===== config.mk =====
export PLATFORM = sky130hd
export DESIGN_NAME = multi_io_buffer_read
export DESIGN_NICKNAME = d
export VERILOG_FILES = /design/src/common/mio_read_pkg.sv /design/src/common/pin_event_if.sv /design/src/hdl/multi_io_buffer_read.sv /design/src/hdl/pin_sync.sv
export SDC_FILE = /design/constraint.sdc
export NUM_CORES = 1
export LEC_CHECK = 0
export ABC_AREA = 1
export BUFFER_PORTS_ARGS = -buffer_cell sky130_fd_sc_hd__buf_4
export CELL_PAD_IN_SITES_DETAIL_PLACEMENT = 1
export CELL_PAD_IN_SITES_GLOBAL_PLACEMENT = 1
export CORE_UTILIZATION = 40
export DETAILED_ROUTE_END_ITERATION = 12
export HOLD_SLACK_MARGIN = 0.1
export PLACE_DENSITY = 0.73
export SYNTH_ARGS = -nofsm -noshare
export SYNTH_HDL_FRONTEND = slang
export SYNTH_SLANG_ARGS = --single-unit

===== constraint.sdc =====
create_clock -name core_clk_i -period 3 [get_ports core_clk_i]
set_clock_uncertainty 0.2 [all_clocks]
set_input_delay 0.6 -clock core_clk_i [delete_from_list [all_inputs] [get_ports core_clk_i]]
set_output_delay 0.6 -clock core_clk_i [all_outputs]
set_load 0.05 [all_outputs]

===== src/common/mio_read_pkg.sv =====
// constants, opcodes and states for the multi-lane buffer read path
package mio_read_pkg;
  localparam int COL_W = 16;
  localparam int BUF_BYTES_DEF = 2176;
  localparam int DUMMY_SHORT_DEF = 8;
  localparam int DUMMY_LONG_DEF = 24;
  localparam logic [7:0] OP_QUAD_OUT_4B = 8'h6C;
  localparam logic [7:0] OP_DUAL_IO = 8'hBB;
  localparam logic [7:0] OP_DUAL_IO_4B = 8'hBC;
  localparam logic [7:0] OP_QUAD_IO = 8'hEB;
  localparam logic [7:0] OP_QUAD_IO_4B = 8'hEC;
  localparam logic [5:0] CMD_LAST_BIT = 6'h07;
  localparam logic [5:0] COL_BITS = 6'h10;
  localparam logic [2:0] LANES_1 = 3'h1;
  localparam logic [2:0] LANES_2 = 3'h2;
  localparam logic [2:0] LANES_4 = 3'h4;
  localparam logic [3:0] BYTE_BITS = 4'h8;
  localparam logic [3:0] OE_DUAL = 4'h3;
  localparam logic [3:0] OE_QUAD = 4'hF;

  typedef enum logic [5:0] {
    ST_IDLE = 6'b000001,
    ST_CMD = 6'b000010,
    ST_ADDR = 6'b000100,
    ST_DUMMY = 6'b001000,
    ST_DATA = 6'b010000,
    ST_REJECT = 6'b100000
  } rd_state_t;
endpackage : mio_read_pkg


===== src/common/pin_event_if.sv =====
// synchronised pin levels and serial clock edges
`timescale 1ns/1ps
`default_nettype none
interface pin_event_if;
  logic sclk_rise;
  logic sclk_fall;
  logic cs_high;
  logic [3:0] io_lvl;
  modport src (output sclk_rise, output sclk_fall, output cs_high, output io_lvl);
  modport dst (input sclk_rise, input sclk_fall, input cs_high, input io_lvl);
endinterface : pin_event_if
`default_nettype wire


===== src/hdl/multi_io_buffer_read.sv =====
// dual and quad lane buffer read command path
`timescale 1ns/1ps
`default_nettype none
module multi_io_buffer_read #(
  parameter int BUF_BYTES = mio_read_pkg::BUF_BYTES_DEF,
  parameter int DUMMY_SHORT = mio_read_pkg::DUMMY_SHORT_DEF,
  parameter int DUMMY_LONG = mio_read_pkg::DUMMY_LONG_DEF
) (
  input wire logic core_clk_i,
  input wire logic rst_n_i,
  input wire logic sclk_i,
  input wire logic cs_n_i,
  input wire logic [3:0] io_i,
  output logic [3:0] io_o,
  output logic [3:0] io_oe_o,
  input wire logic buf_mode_i,
  input wire logic wp_en_i,
  output logic [mio_read_pkg::COL_W-1:0] buf_addr_o,
  input wire logic [7:0] buf_rdata_i,
  output logic page_next_o
);
  import mio_read_pkg::*;

  localparam logic [COL_W-1:0] LAST_ADDR = COL_W'(BUF_BYTES - 1);

  function automatic logic is_quad(input logic [7:0] op);
    return (op == OP_QUAD_OUT_4B) || (op == OP_QUAD_IO) || (op == OP_QUAD_IO_4B);
  endfunction : is_quad

  function automatic logic is_known(input logic [7:0] op);
    return is_quad(op) || (op == OP_DUAL_IO) || (op == OP_DUAL_IO_4B);
  endfunction : is_known

  function automatic logic [2:0] addr_lanes(input logic [7:0] op);
    if (op == OP_QUAD_OUT_4B) begin
      return LANES_1;
    end else if (is_quad(op)) begin
      return LANES_4;
    end
    return LANES_2;
  endfunction : addr_lanes

  function automatic logic [2:0] data_lanes(input logic [7:0] op);
    return is_quad(op) ? LANES_4 : LANES_2;
  endfunction : data_lanes

  function automatic logic [5:0] dummy_clks(input logic [7:0] op);
    if ((op == OP_QUAD_OUT_4B) || (op == OP_DUAL_IO_4B) || (op == OP_QUAD_IO_4B)) begin
      return 6'(DUMMY_LONG);
    end
    return 6'(DUMMY_SHORT);
  endfunction : dummy_clks

  pin_event_if pins ();

  pin_sync u_sync (
    .core_clk_i(core_clk_i),
    .rst_n_i(rst_n_i),
    .sclk_i(sclk_i),
    .cs_n_i(cs_n_i),
    .io_i(io_i),
    .pins(pins.src)
  );

  rd_state_t st_q;
  logic [5:0] cnt_q;
  logic [7:0] op_q;
  logic [6:0] cmd_sh_q;
  logic [COL_W-1:0] col_q;
  logic mode_q;
  logic [7:0] sh_q;
  logic [3:0] bits_left_q;
  logic done_q;
  logic [7:0] op_d;
  logic [2:0] alanes;
  logic [2:0] dlanes;
  logic enter_data;

  assign op_d = {cmd_sh_q, pins.io_lvl[0]};
  assign alanes = addr_lanes(op_q);
  assign dlanes = data_lanes(op_q);
  assign enter_data = (st_q == ST_DUMMY) && pins.sclk_rise && !pins.cs_high
                      && (cnt_q == 6'(dummy_clks(op_q) - 6'h01));

  // command framing and input phases, sampled on rising clock
  always_ff @(posedge core_clk_i or negedge rst_n_i) begin
    if (!rst_n_i) begin
      st_q <= ST_IDLE;
      cnt_q <= 6'h00;
      op_q <= 8'h00;
      cmd_sh_q <= 7'h00;
      col_q <= '0;
      mode_q <= 1'b0;
    end else if (pins.cs_high) begin
      st_q <= ST_IDLE;
      cnt_q <= 6'h00;
    end else begin
      case (st_q)
        ST_IDLE: begin
          st_q <= ST_CMD;
          cnt_q <= 6'h00;
          mode_q <= buf_mode_i;
        end
        ST_CMD: begin
          if (pins.sclk_rise) begin
            cmd_sh_q <= op_d[6:0];
            cnt_q <= cnt_q + 6'h01;
            if (cnt_q == CMD_LAST_BIT) begin
              op_q <= op_d;
              cnt_q <= 6'h00;
              col_q <= '0;
              if (!is_known(op_d) || (wp_en_i && is_quad(op_d))) begin
                st_q <= ST_REJECT;
              end else begin
                st_q <= ST_ADDR;
              end
            end
          end
        end
        ST_ADDR: begin
          if (pins.sclk_rise) begin
            case (alanes)
              LANES_1: col_q <= {col_q[COL_W-2:0], pins.io_lvl[0]};
              LANES_2: col_q <= {col_q[COL_W-3:0], pins.io_lvl[1:0]};
              default: col_q <= {col_q[COL_W-5:0], pins.io_lvl};
            endcase
            cnt_q <= cnt_q + 6'(alanes);
            if (6'(cnt_q + 6'(alanes)) == COL_BITS) begin
              st_q <= ST_DUMMY;
              cnt_q <= 6'h00;
            end
          end
        end
        ST_DUMMY: begin
          if (pins.sclk_rise) begin
            cnt_q <= cnt_q + 6'h01;
            if (enter_data) begin
              st_q <= ST_DATA;
            end
          end
        end
        ST_DATA: st_q <= ST_DATA;
        ST_REJECT: st_q <= ST_REJECT;
        default: st_q <= ST_IDLE;
      endcase
    end
  end

  // data phase, driven on falling clock
  always_ff @(posedge core_clk_i or negedge rst_n_i) begin
    if (!rst_n_i) begin
      io_o <= 4'h0;
      io_oe_o <= 4'h0;
      buf_addr_o <= '0;
      sh_q <= 8'h00;
      bits_left_q <= 4'h0;
      done_q <= 1'b0;
      page_next_o <= 1'b0;
    end else begin
      page_next_o <= 1'b0;
      if (pins.cs_high || (st_q != ST_DATA && !enter_data)) begin
        io_oe_o <= 4'h0;
        done_q <= 1'b0;
      end else if (enter_data) begin
        buf_addr_o <= mode_q ? col_q : '0;
        bits_left_q <= 4'h0;
        done_q <= mode_q && (col_q > LAST_ADDR);
      end else if (pins.sclk_fall) begin
        if (done_q && (bits_left_q == 4'h0)) begin
          io_oe_o <= 4'h0;
        end else if (bits_left_q == 4'h0) begin
          io_oe_o <= (dlanes == LANES_4) ? OE_QUAD : OE_DUAL;
          if (dlanes == LANES_4) begin
            io_o <= buf_rdata_i[7:4];
            sh_q <= {buf_rdata_i[3:0], 4'h0};
          end else begin
            io_o <= {2'b00, buf_rdata_i[7:6]};
            sh_q <= {buf_rdata_i[5:0], 2'b00};
          end
          bits_left_q <= BYTE_BITS - 4'(dlanes);
          if (buf_addr_o == LAST_ADDR) begin
            if (mode_q) begin
              done_q <= 1'b1;
            end else begin
              buf_addr_o <= '0;
              page_next_o <= 1'b1;
            end
          end else begin
            buf_addr_o <= buf_addr_o + 1'b1;
          end
        end else begin
          if (dlanes == LANES_4) begin
            io_o <= sh_q[7:4];
            sh_q <= {sh_q[3:0], 4'h0};
          end else begin
            io_o <= {2'b00, sh_q[7:6]};
            sh_q <= {sh_q[5:0], 2'b00};
          end
          bits_left_q <= bits_left_q - 4'(dlanes);
        end
      end
    end
  end

  a_quad_lanes: assert property (@(posedge core_clk_i) disable iff (!rst_n_i)
    (io_oe_o != 4'h0 && is_quad(op_q)) |-> io_oe_o == OE_QUAD)
    else $error("quad command not driving four lanes");

  a_dual_lanes: assert property (@(posedge core_clk_i) disable iff (!rst_n_i)
    (io_oe_o != 4'h0 && !is_quad(op_q)) |-> io_oe_o == OE_DUAL)
    else $error("dual command not driving two lanes");

  a_buf_start: assert property (@(posedge core_clk_i) disable iff (!rst_n_i)
    (enter_data && mode_q) |=> buf_addr_o == $past(col_q))
    else $error("buffer mode did not start at column");

  a_seq_start: assert property (@(posedge core_clk_i) disable iff (!rst_n_i)
    (enter_data && !mode_q) |=> buf_addr_o == '0)
    else $error("sequential mode did not start at zero");

  a_end_float: assert property (@(posedge core_clk_i) disable iff (!rst_n_i)
    (done_q && pins.sclk_fall && st_q == ST_DATA && bits_left_q == 4'h0) |=> io_oe_o == 4'h0)
    else $error("lines driven past buffer end");

  a_seq_wrap: assert property (@(posedge core_clk_i) disable iff (!rst_n_i)
    page_next_o |-> (buf_addr_o == '0 && !mode_q && st_q == ST_DATA))
    else $error("page roll outside sequential read");

  a_wp_reject: assert property (@(posedge core_clk_i) disable iff (!rst_n_i)
    (st_q == ST_CMD && pins.sclk_rise && !pins.cs_high && cnt_q == CMD_LAST_BIT
     && wp_en_i && is_quad(op_d)) |=> (st_q == ST_REJECT) [*2])
    else $error("quad opcode accepted under write protect");

  a_cs_ends: assert property (@(posedge core_clk_i) disable iff (!rst_n_i)
    pins.cs_high |=> (io_oe_o == 4'h0 && st_q == ST_IDLE))
    else $error("command not ended by chip select");

  a_fall_drive: assert property (@(posedge core_clk_i) disable iff (!rst_n_i)
    (io_oe_o != 4'h0 && $changed(io_o)) |-> $past(pins.sclk_fall))
    else $error("data changed off the falling edge");

  a_no_early_oe: assert property (@(posedge core_clk_i) disable iff (!rst_n_i)
    (st_q != ST_DATA) |=> io_oe_o == 4'h0)
    else $error("lines driven before data phase");
endmodule : multi_io_buffer_read
`default_nettype wire


===== src/hdl/pin_sync.sv =====
// three-stage pin synchroniser with clock edge detection
`timescale 1ns/1ps
`default_nettype none
module pin_sync (
  input wire logic core_clk_i,
  input wire logic rst_n_i,
  input wire logic sclk_i,
  input wire logic cs_n_i,
  input wire logic [3:0] io_i,
  pin_event_if.src pins
);
  logic [5:0] s1_q;
  logic [5:0] s2_q;
  logic [5:0] s3_q;
  logic [5:0] lvl_q;
  logic [5:0] lvl_d;
  logic rise_q;
  logic fall_q;

  // a bit moves only when stages two and three agree
  always_comb begin
    for (int i = 0; i < 6; i++) begin
      lvl_d[i] = (s2_q[i] == s3_q[i]) ? s2_q[i] : lvl_q[i];
    end
  end

  always_ff @(posedge core_clk_i or negedge rst_n_i) begin
    if (!rst_n_i) begin
      s1_q <= 6'h20;
      s2_q <= 6'h20;
      s3_q <= 6'h20;
      lvl_q <= 6'h20;
    end else begin
      s1_q <= {cs_n_i, sclk_i, io_i};
      s2_q <= s1_q;
      s3_q <= s2_q;
      lvl_q <= lvl_d;
    end
  end

  always_ff @(posedge core_clk_i or negedge rst_n_i) begin
    if (!rst_n_i) begin
      rise_q <= 1'b0;
      fall_q <= 1'b0;
    end else begin
      rise_q <= lvl_d[4] & ~lvl_q[4];
      fall_q <= ~lvl_d[4] & lvl_q[4];
    end
  end

  assign pins.sclk_rise = rise_q;
  assign pins.sclk_fall = fall_q;
  assign pins.cs_high = lvl_q[5];
  assign pins.io_lvl = lvl_q[3:0];
endmodule : pin_sync
`default_nettype wire


==> results of run 1 <==
==> critical path, cell delays in order, from the launching register on <==
cell	delay (ns)
dfrtp_1	0.38
inv_1	0.08
nand2_1	0.07
nor2_2	0.11
nand2_2	0.11
nor2_4	0.13
ha_2	0.21
inv_1	0.05
fa_1	0.40
xnor2_1	0.17
nor2_1	0.11
nand3_1	0.11
nand2_1	0.10
nand3_1	0.11
nand2_1	0.10
nand3_2	0.10
nand2_1	0.08
nand2_1	0.05
==> metal layers <==
metal  up-vias  wire [µm]  track usage, %
met5         -          0               0
met4         0        213           7.012
met3        17        486           2.669
met2        86       7634           38.49
met1      2556       7252           31.05
li1       2510          -               -
==> power breakdown <==
part / internal (mW) / switching, mW / leakage, nW / total [mW]
clock network: 0.599 / 0.625 / 0.151 / 1.22
logic: 0.0985 / 0.212 / 1.71 / 0.311
registers: 1.45 / 0.0669 / 1.33 / 1.52
total: 2.15 / 0.904 / 3.19 / 3.05
==> stage by stage <==
step | std cells | power, mW | utilization (%)
floorplan | 754 | 1.729 | -
global placement | 964 | 1.842 | 44.77
detailed placement | 964 | 1.859 | 44.77
CTS | 981 | 3.085 | 47.07
global route | 982 | 3.179 | 47.23
finish | 982 | 3.051 | 47.23
==> how the worst max path moves through the flow <==
stage | cells past startpoint | end | from | slack, ns
final | 17 | st_q[1] | op_q[0] | 0.24
after floorplan | 21 | st_q[1] | op_q[0] | 0.32
after detailed placement | 20 | st_q[1] | op_q[1] | 0.15
after CTS | 20 | st_q[1] | op_q[1] | 0.13
after global routing | 19 | st_q[2] | op_q[0] | 0.01
after global placement | 20 | st_q[1] | op_q[0] | 0.34
==> placed cells by master (no fill, tap or decap), types with 8 or more instances in the layout <==
cell type / instances
o21ai_1: 15
a21oi_1: 10
nand2_1: 241
buf_4: 54
nor2_2: 9
nand3_1: 66
o21ai_0: 51
xor2_1: 8
nor2_1: 63
clkbuf_16: 9
dfrtp_1: 98
nand4_1: 9
inv_1: 65
inv_2: 11
==> registers in the layout (all words and copies together) (netlist names) <==
register and count:
u_sync.pins.sclk_fall 1, mode_q 1, io_oe_o 2, u_sync.pins.sclk_rise 1, page_next_o 1, bits_left_q 3, u_sync.lvl_q 6, u_sync.s3_q 6
st_q 6, buf_addr_o 16, cmd_sh_q 7, sh_q 6, io_o 4, col_q 16, op_q 8, done_q 1
u_sync.s1_q 6, cnt_q 6, u_sync.s2_q 6
==> layout make-up <==
class                   count  area, µm²  area share (%)
multi-input cells         550       2773           41.97
flip-flops and latches    103       2584           39.11
repair buffers             55      415.4           6.288
inverters                  78      297.8           4.508
clock buffers               9      225.2           3.409
well taps                 180      225.2           3.409
clock inverters             7      86.33           1.307
==> logic make-up after synthesis <==
logic type / Yosys count / synth area share, %
AO/OA/AOI/OAI: 95 / 9.200
XOR/XNOR: 10 / 1.519
buffers and inverters: 101 / 7.377
adder cells (fa/ha/maj): 13 / 2.864
flip-flops: 103 / 44.80
AND/OR/NAND/NOR: 432 / 34.24
==> what timing repair did <==
action,CTS,global route
resized for setup,0,5
endpoints found under the setup margin,0,5
hold endpoints to repair,33,0
setup buffers,0,1
hold buffers,1,0
==> results_dict.tcl, run 1 <==
set metrics [dict create \
    status "completed" \
    layout_setup_ws_ns 0.2390 \
    drt_wl_total_mm 15.59 \
    hold_start "io_i[1]" \
    criticalPathCategory "flop to flop" \
    die-area_mm2 0.01490 \
    antenna-diode-count 0 \
    pre_cts_ws_ns 0.1523 \
    grt_remaining_overflow 0 \
    crit_fanout 4 \
    timing.hold.worst_path_depth 1 \
    placedInstanceArea_mm2 0.006262 \
    cts-buffers-inserted 9 \
    total_power_divided_by_cell_area_mw_per_mm2 461.9 \
    post_synth_inst_count 754 \
    crit_arrival_ns 2.82 \
    rrSetupSlack_ns 0.24 \
    first_global_vias 5306 \
    hold_end "u_sync.s1_q[1]" \
    post_drt_wl_per_cell_um 15.87 \
    grt_max_degree 49 \
    cts.path.max_buffers 2 \
    grt_pass1_wl_mm 26.61 \
    synthDominantAreaCellType "dfrtp_1" \
    antenna_found_initial 0 \
    die_h_um 122.1 \
    finish.net_count 823 \
    routabilityCongestion 0.8772 \
    rr_worst_depth 17 \
    yosys_cell_types 48 \
    grt_setup_unrepaired "no" \
    vias 5169 \
    cell_types_with_the_largest_area_share_after_synthesis "dfrtp_1 (43%), nand2_1 (16%), nand3_1 (5.9%)" \
    slew-limit-headroom_pct 49.02 \
    yosysSeqAreaShare_pct 44.80 \
    synth_most_common_cell "nand2_1" \
    detailedRoute.firstIterationViolations 251 \
    critical_path.startpoint_type "flop" \
    drt.antenna.violating_nets 0 \
    ys.warnings.count 0 \
    ir_drop_uv 363.4 \
    buffer_ports.inserted 42 \
    maxCapViolCount 0 \
    ioPinCount 43 \
    worst-endpoint-required_ns 3.06 \
    ys_seq_elements 103 \
    final_layout_size_suffix_gt1_share_pct 16.21 \
    layout.cell_area.non_filler_mm2 0.006606 \
    design.core.area_mm2 0.01399 \
    worst_hold_path_type "primary input to flop" \
    cts.htree.levels 3 \
    tritoncts "built" \
    area_growth_pct 14.56 \
    synth_area_mm2 0.005767 \
    min_period_ns 2.761 \
    synth_top_cells_by_count "nand2_1 (241), dfrtp_1 (98), nand3_1 (68)" \
    final_setup_tns_ns 0 \
    synth-edff-count 0 \
    clkSinkCount 103 \
    nFillCells 1742 \
    average_footprint_of_a_synthesized_cell_um2 7.648 \
    finalSetupViolCount 0 \
    drv_slew 0 \
    number_of_search_and_repair_iterations_in_the_first_detailed_routing_pass 4 \
    core.rowCount 43 \
    post_synthesis_async_set_or_reset_flop_share_pct 100.0 \
    fin_crit_sh_pct 92.03 \
    synth_top_cell_area_share_pct 42.53 \
    finalHoldViolCount 0 \
    worst-slew-pin-transition_ns 0.7646 \
    rr_startpoint "op_q[0]" \
    ys_dominant_reg_cell "dfrtp_1" \
    whs_ns 0.1419 \
    clock_insertion_delay_worst_skew_ns 0.36 \
    grt_usage_pct 22.97 \
    start_util_pct 41.23 \
    die-width_um 122.1 \
    dp.final_hpwl_mm 11.69 \
    critical_path.endpoint_type "flop" \
    clk_pin_slew_worst_paths_ns 0.08 \
    routed_via_density 5.264 \
    root_buffer "clkbuf_16" \
    rr_endpoint "st_q[1]" \
    post-route-drc-count 0 \
    timing_limited_maximum_frequency_ghz 0.3622 \
    synthesis.nets 780 \
    p_leak_nw 3.190 \
]
Power figures use the tool's default switching activity.
==> inputs of run 2 (changes only) <==
--- a/config.mk
+++ b/config.mk
@@ -6,13 +6,15 @@
 export NUM_CORES = 1
 export LEC_CHECK = 0
 export ABC_AREA = 1
-export BUFFER_PORTS_ARGS = -buffer_cell sky130_fd_sc_hd__buf_4
 export CELL_PAD_IN_SITES_DETAIL_PLACEMENT = 1
 export CELL_PAD_IN_SITES_GLOBAL_PLACEMENT = 1
 export CORE_UTILIZATION = 40
+export CTS_BUF_LIST = sky130_fd_sc_hd__clkbuf_4 sky130_fd_sc_hd__clkbuf_8 sky130_fd_sc_hd__clkbuf_16
 export DETAILED_ROUTE_END_ITERATION = 12
+export DONT_BUFFER_PORTS = 1
 export HOLD_SLACK_MARGIN = 0.1
-export PLACE_DENSITY = 0.73
+export PLACE_DENSITY = 0.69
+export SLEW_MARGIN = 20
 export SYNTH_ARGS = -nofsm -noshare
 export SYNTH_HDL_FRONTEND = slang
 export SYNTH_SLANG_ARGS = --single-unit
==> run 2 against run 1 <==
The flow now finishes with violations (negative hold slack). Final cell count shrank 3.0%. Combinational power shrank 18%. Design area shrank 3.1%. Maximum frequency grew 1.2%. Global-route usage is essentially flat. First-iteration DRC count shrank 25%. Count of clock-buffer cells in the layout grew 2. Critical path depth grew 3. Sequential share of layout area grew 1.3 points. Via count shrank 3.4%. Wire length shrank 1.4%. Sequential cell count is the same. Critical endpoint unchanged. Largest power group unchanged. Highest routed layer unchanged.
==> results_dict.tcl, run 2 (synthesis results as in run 1) <==
set metrics [dict create \
    status "finished with violations" \
    failed_checks "negative hold slack" \
    rr_endpoint "st_q[1]" \
    grt_usage_pct 22.95 \
    maxCapViolCount 0 \
    drv_slew 0 \
    finalHoldViolCount 103 \
    p_leak_nw 3.033 \
    top_regs "buf_addr_o: 16 flops, col_q: 16 flops, op_q: 8 flops" \
    tritoncts "built" \
    report.power.total_mw 2.956 \
    critical_path.startpoint_type "flop" \
    rr_worst_depth 20 \
    grt_setup_unrepaired "no" \
    drt_wl_total_mm 15.37 \
    met1_length_mm 7.173 \
    antenna_found_initial 0 \
    design.core.area_mm2 0.01399 \
    grt_pass1_wl_mm 26.67 \
    detailedRoute.firstIterationViolations 187 \
    grt_remaining_overflow 0 \
    die-width_um 122.1 \
    crit_fanout 10 \
    met2_length_mm 7.467 \
    post-route-drc-count 0 \
    buffer_ports.inserted 0 \
    slew-limit-headroom_pct 39.90 \
    dp.final_hpwl_mm 11.52 \
    mostFrequentLayoutCell "nand2_1" \
    ioPinCount 43 \
    crit_path_top_delay_cell "dfrtp_1" \
    die_h_um 122.1 \
    finish.net_count 794 \
    die-area_mm2 0.01490 \
    final_cells 953 \
    timing_limited_maximum_frequency_ghz 0.3665 \
    fin_crit_sh_pct 90.95 \
    clkSinkCount 103 \
    worst-slew-pin-transition_ns 0.9016 \
    rr_startpoint "op_q[0]" \
    critical_path.endpoint_type "flop" \
    routed_via_density 5.241 \
    worst-endpoint-required_ns 3.04 \
    post_drt_wl_per_cell_um 16.12 \
    antenna-diode-count 0 \
    clock_insertion_delay_worst_skew_ns 0.35 \
    layout_setup_ws_ns 0.2714 \
    final_layout_size_suffix_gt1_share_pct 12.29 \
    start_util_pct 41.23 \
    worst_path_largest_cell_delay_ns 0.38 \
    post-cts-setup-buffers 0 \
    min_period_ns 2.729 \
    criticalPathCategory "flop to flop" \
    layout_common_cells "nand2_1 (241), dfrtp_1 (98), nand3_1 (67)" \
    placedInstanceArea_mm2 0.006015 \
    drt.antenna.violating_nets 0 \
    crit_chain "inv_1, nand2_1, nor2_2, nand2_2, nor2_4, inv_1, nand2_4, inv_2, ha_4, nand2_1, nand2_1, inv_1, nand2_1, nand3_1, nand3_1, nand3_1, nand2_1, nand3_2, nand2_1, nand2_1" \
    cts.path.max_buffers 2 \
    first_global_vias 5374 \
    grt_max_degree 104 \
    post_cts_hold_buffer_count 6 \
    total_power_divided_by_cell_area_mw_per_mm2 461.8 \
    place_inst 931 \
    area_growth_pct 10.98 \
    finalSetupViolCount 0 \
    cpMostUsedCell "nand2_1" \
    ir_drop_uv 346.2 \
    final_setup_tns_ns 0 \
    rrSetupSlack_ns 0.27 \
    wl_met3_um 566 \
    core_util_final_pct 45.75 \
    worst_hold_path_type "primary input to asynchronous set/reset pin" \
    cts.htree.levels 3 \
    root_buffer "clkbuf_16" \
    number_of_search_and_repair_iterations_in_the_first_detailed_routing_pass 4 \
    highest_layer "met4" \
    core.rowCount 43 \
    cts-buffers-inserted 9 \
    layout.cell_area.non_filler_mm2 0.006400 \
    vias 4995 \
    routabilityCongestion 0.8550 \
    whs_ns -0.2628 \
    pre_cts_ws_ns 0.1724 \
    crit_arrival_ns 2.77 \
    clk_pin_slew_worst_paths_ns 0.07 \
]
-- run 2: changes by cell type in the layout (fill, tap and decap cells not counted), sizes merged --
cell,before,now
buf,54,20
dlygate4sd3,1,6
clkinv,6,3
clkbuf,9,11
inv,79,80
-- run 2: report_power, final --
part / switching (mW) / total [mW] / internal, mW
Sequential: 0.0723 / 1.52 / 1.45
Clock: 0.566 / 1.18 / 0.613
Combinational: 0.169 / 0.255 / 0.0857
-- run 2: area by class of cell --
type | count | area (µm²)
inverters | 78 | 297.8
repair buffers | 26 | 210.2
well taps | 180 | 225.2
clock buffers | 11 | 246.5
flip-flops and latches | 103 | 2584
clock inverters | 5 | 46.29
fillers | 1765 | 7589
multi-input cells | 550 | 2790
-- run 2: worst max-delay path by stage --
stage	startpoint	end	slack, ns	cells after the start
after CTS	op_q[0]	st_q[1]	0.14	20
final	op_q[0]	st_q[1]	0.27	20
after global placement	op_q[0]	st_q[1]	0.35	20
after detailed placement	op_q[0]	st_q[1]	0.17	20
after floorplan	op_q[0]	st_q[1]	0.32	21
after global routing	op_q[0]	st_q[1]	0.02	17
-- run 2: critical path, delay by kind of cell (launching register included) --
kind                       cells  cell delay (ns)
and+or+nand+nor               15             1.41
adders and majority gates      1             0.29
DFF                            1             0.38
buffers and inverters          4             0.31
-- run 2: what timing repair did --
action | CTS | global route
gates resized for setup | 0 | 5
hold endpoints to repair | 109 | 103
setup endpoints to repair | 0 | 4
-- run 2: per-layer routing --
metal / vias to the layer above / track usage [%]
met5: - / 0
met4: 0 / 6.250
met3: 13 / 3.324
met2: 66 / 39.23
met1: 2477 / 30.23
li1: 2439 / -
==> inputs of run 3 (changes only) <==
--- a/config.mk
+++ b/config.mk
@@ -12,6 +12,7 @@
 export CTS_BUF_LIST = sky130_fd_sc_hd__clkbuf_4 sky130_fd_sc_hd__clkbuf_8 sky130_fd_sc_hd__clkbuf_16
 export DETAILED_ROUTE_END_ITERATION = 12
 export DONT_BUFFER_PORTS = 1
+export GPL_TIMING_DRIVEN = 0
 export HOLD_SLACK_MARGIN = 0.1
 export PLACE_DENSITY = 0.69
 export SLEW_MARGIN = 20
==> run 3 against run 2 <==
The run still ends with negative hold slack left. Core utilization up 0.53 points. Non-clock buffer count up 8. Design area increased by 1.2%. Count of clock-buffer cells in the layout shrank 2. Via count is 2.0% higher. Clock power up 3%. Wire length is 4.1% higher. Critical path type unchanged. Largest power group unchanged. Highest routed layer unchanged.
==> results_dict.tcl, run 3 (synthesis results as in run 1) <==
set metrics [dict create \
    crit_arrival_ns 2.87 \
    p_leak_nw 3.041 \
    core.rowCount 43 \
    post_drt_wl_per_cell_um 16.64 \
    antenna-diode-count 0 \
    finalSetupViolCount 0 \
    area_growth_pct 12.26 \
    critical_path.startpoint_type "flop" \
    criticalPathCategory "flop to flop" \
    grt_remaining_overflow 0 \
    drv_slew 0 \
    drt_wl_total_mm 15.99 \
    grt_usage_pct 23.30 \
    cts.path.max_buffers 2 \
    worst-endpoint-required_ns 3.05 \
    start_util_pct 41.23 \
    rr_worst_depth 18 \
    clock_insertion_delay_worst_skew_ns 0.36 \
    whs_ns -0.2666 \
    ioPinCount 43 \
    worst_hold_path_type "primary input to asynchronous set/reset pin" \
    fin_crit_sh_pct 94.02 \
    die-width_um 122.1 \
    status "finished with violations" \
    grt_max_degree 104 \
    final_setup_tns_ns 0 \
    ir_drop_uv 387.9 \
    routabilityCongestion 0.8715 \
    core_util_final_pct 46.28 \
    post_cts_hold_buffer_count 6 \
    dp.final_hpwl_mm 11.87 \
    timing_limited_maximum_frequency_ghz 0.3545 \
    clkSinkCount 103 \
    antenna_found_initial 0 \
    finish.net_count 802 \
    min_period_ns 2.821 \
    maxCapViolCount 0 \
    layout_setup_ws_ns 0.1794 \
    top_regs "buf_addr_o: 16 flops, col_q: 16 flops, op_q: 8 flops" \
    total_power_divided_by_cell_area_mw_per_mm2 465.2 \
    grt_pass1_wl_mm 26.98 \
    place_inst 934 \
    drt.antenna.violating_nets 0 \
    design.core.area_mm2 0.01399 \
    rr_startpoint "op_q[1]" \
    vias 5094 \
    die-area_mm2 0.01490 \
    root_buffer "clkbuf_16" \
    worst-slew-pin-transition_ns 0.6981 \
    clk_pin_slew_worst_paths_ns 0.08 \
    finalHoldViolCount 103 \
    failed_checks "negative hold slack" \
    detailedRoute.firstIterationViolations 216 \
    pre_cts_ws_ns -0.2714 \
    final_cells 961 \
    first_global_vias 5384 \
    mostFrequentLayoutCell "nand2_1" \
    layout_common_cells "nand2_1 (238), dfrtp_1 (98), inv_1 (65), nand3_1 (65), nor2_1 (62)" \
    crit_fanout 4 \
    report.power.total_mw 3.011 \
    die_h_um 122.1 \
    cts.htree.levels 3 \
    routed_via_density 5.301 \
    critical_path.endpoint_type "flop" \
    post-route-drc-count 0 \
    cp-startpoint "op_q[1]" \
    cts-buffers-inserted 9 \
    buffer_ports.inserted 0 \
    tritoncts "built" \
    slew-limit-headroom_pct 53.46 \
    final_layout_size_suffix_gt1_share_pct 13.19 \
    number_of_search_and_repair_iterations_in_the_first_detailed_routing_pass 5 \
]
run 3: worst max-delay path: stages, from the launching register on:
cell,delay [ns]
dfrtp_1,0.41
inv_1,0.06
nand2_1,0.06
nor2_2,0.14
nand2_2,0.10
nor2_4,0.14
buf_6,0.12
ha_4,0.13
inv_2,0.04
fa_2,0.57
nand2_1,0.06
nor2_1,0.09
nand3_1,0.10
nand2_2,0.08
nand3_2,0.08
nand2_2,0.09
nand3_4,0.09
nand2_2,0.08
nand2_1,0.05
run 3: metrics by stage:
step / area, µm² / hold WS (ns)
4_1_cts: 6401 / -0.2841
2_1_floorplan: 5767 / 0.1044
3_5_place_dp: 5992 / 0.1096
5_1_grt: 6474 / -0.2927
3_3_place_gp: 5992 / 0.1097
6_report: 6474 / -0.2666
run 3: where the power goes:
| group | total [mW] | internal [mW] | switching [mW] |
|---|---|---|---|
| Clock | 1.22 | 0.599 | 0.616 |
| Combinational | 0.298 | 0.0918 | 0.206 |
| Sequential | 1.50 | 1.45 | 0.0482 |
run 3: path summary, 6_finish.rpt:
path,to,slack [ns]
worst max register to register,st_q[1],0.18
worst min register to register,u_sync.s2_q[2],0.16
worst max-delay path,st_q[1],0.18
max in group asynchronous,u_sync.s2_q[5],2.68
worst min-delay path,cnt_q[4],-0.27
min in group core_clk_i,u_sync.s2_q[2],0.16
run 3: repair_timing:
action	in CTS	in global routing
endpoints found under the hold margin	109	103
gates resized for setup	8	10
pin swaps	1	7
endpoints found under the setup margin	7	4
setup buffers	2	4
run 3: per-layer routing:
| metal | GRT usage [%] | up-vias | part of all wire [%] |
|---|---|---|---|
| li1 | - | 2462 | - |
| met1 | 30.61 | 2544 | 46 |
| met2 | 40.11 | 82 | 50 |
| met3 | 4.635 | 6 | 3.8 |
| met4 | 3.887 | 0 | 0.63 |
| met5 | 0 | - | 0 |
run 3: final cells by class:
class,count,area [µm²]
Timing Repair Buffer,12,105.1
Clock buffer,9,225.2
Inverter,78,300.3
Tap cell,180,225.2
Clock inverter,7,82.58
Sequential cell,103,2584
Multi-Input combinational cell,550,2820
Fill cell,1754,7515
Buffer,22,131.4
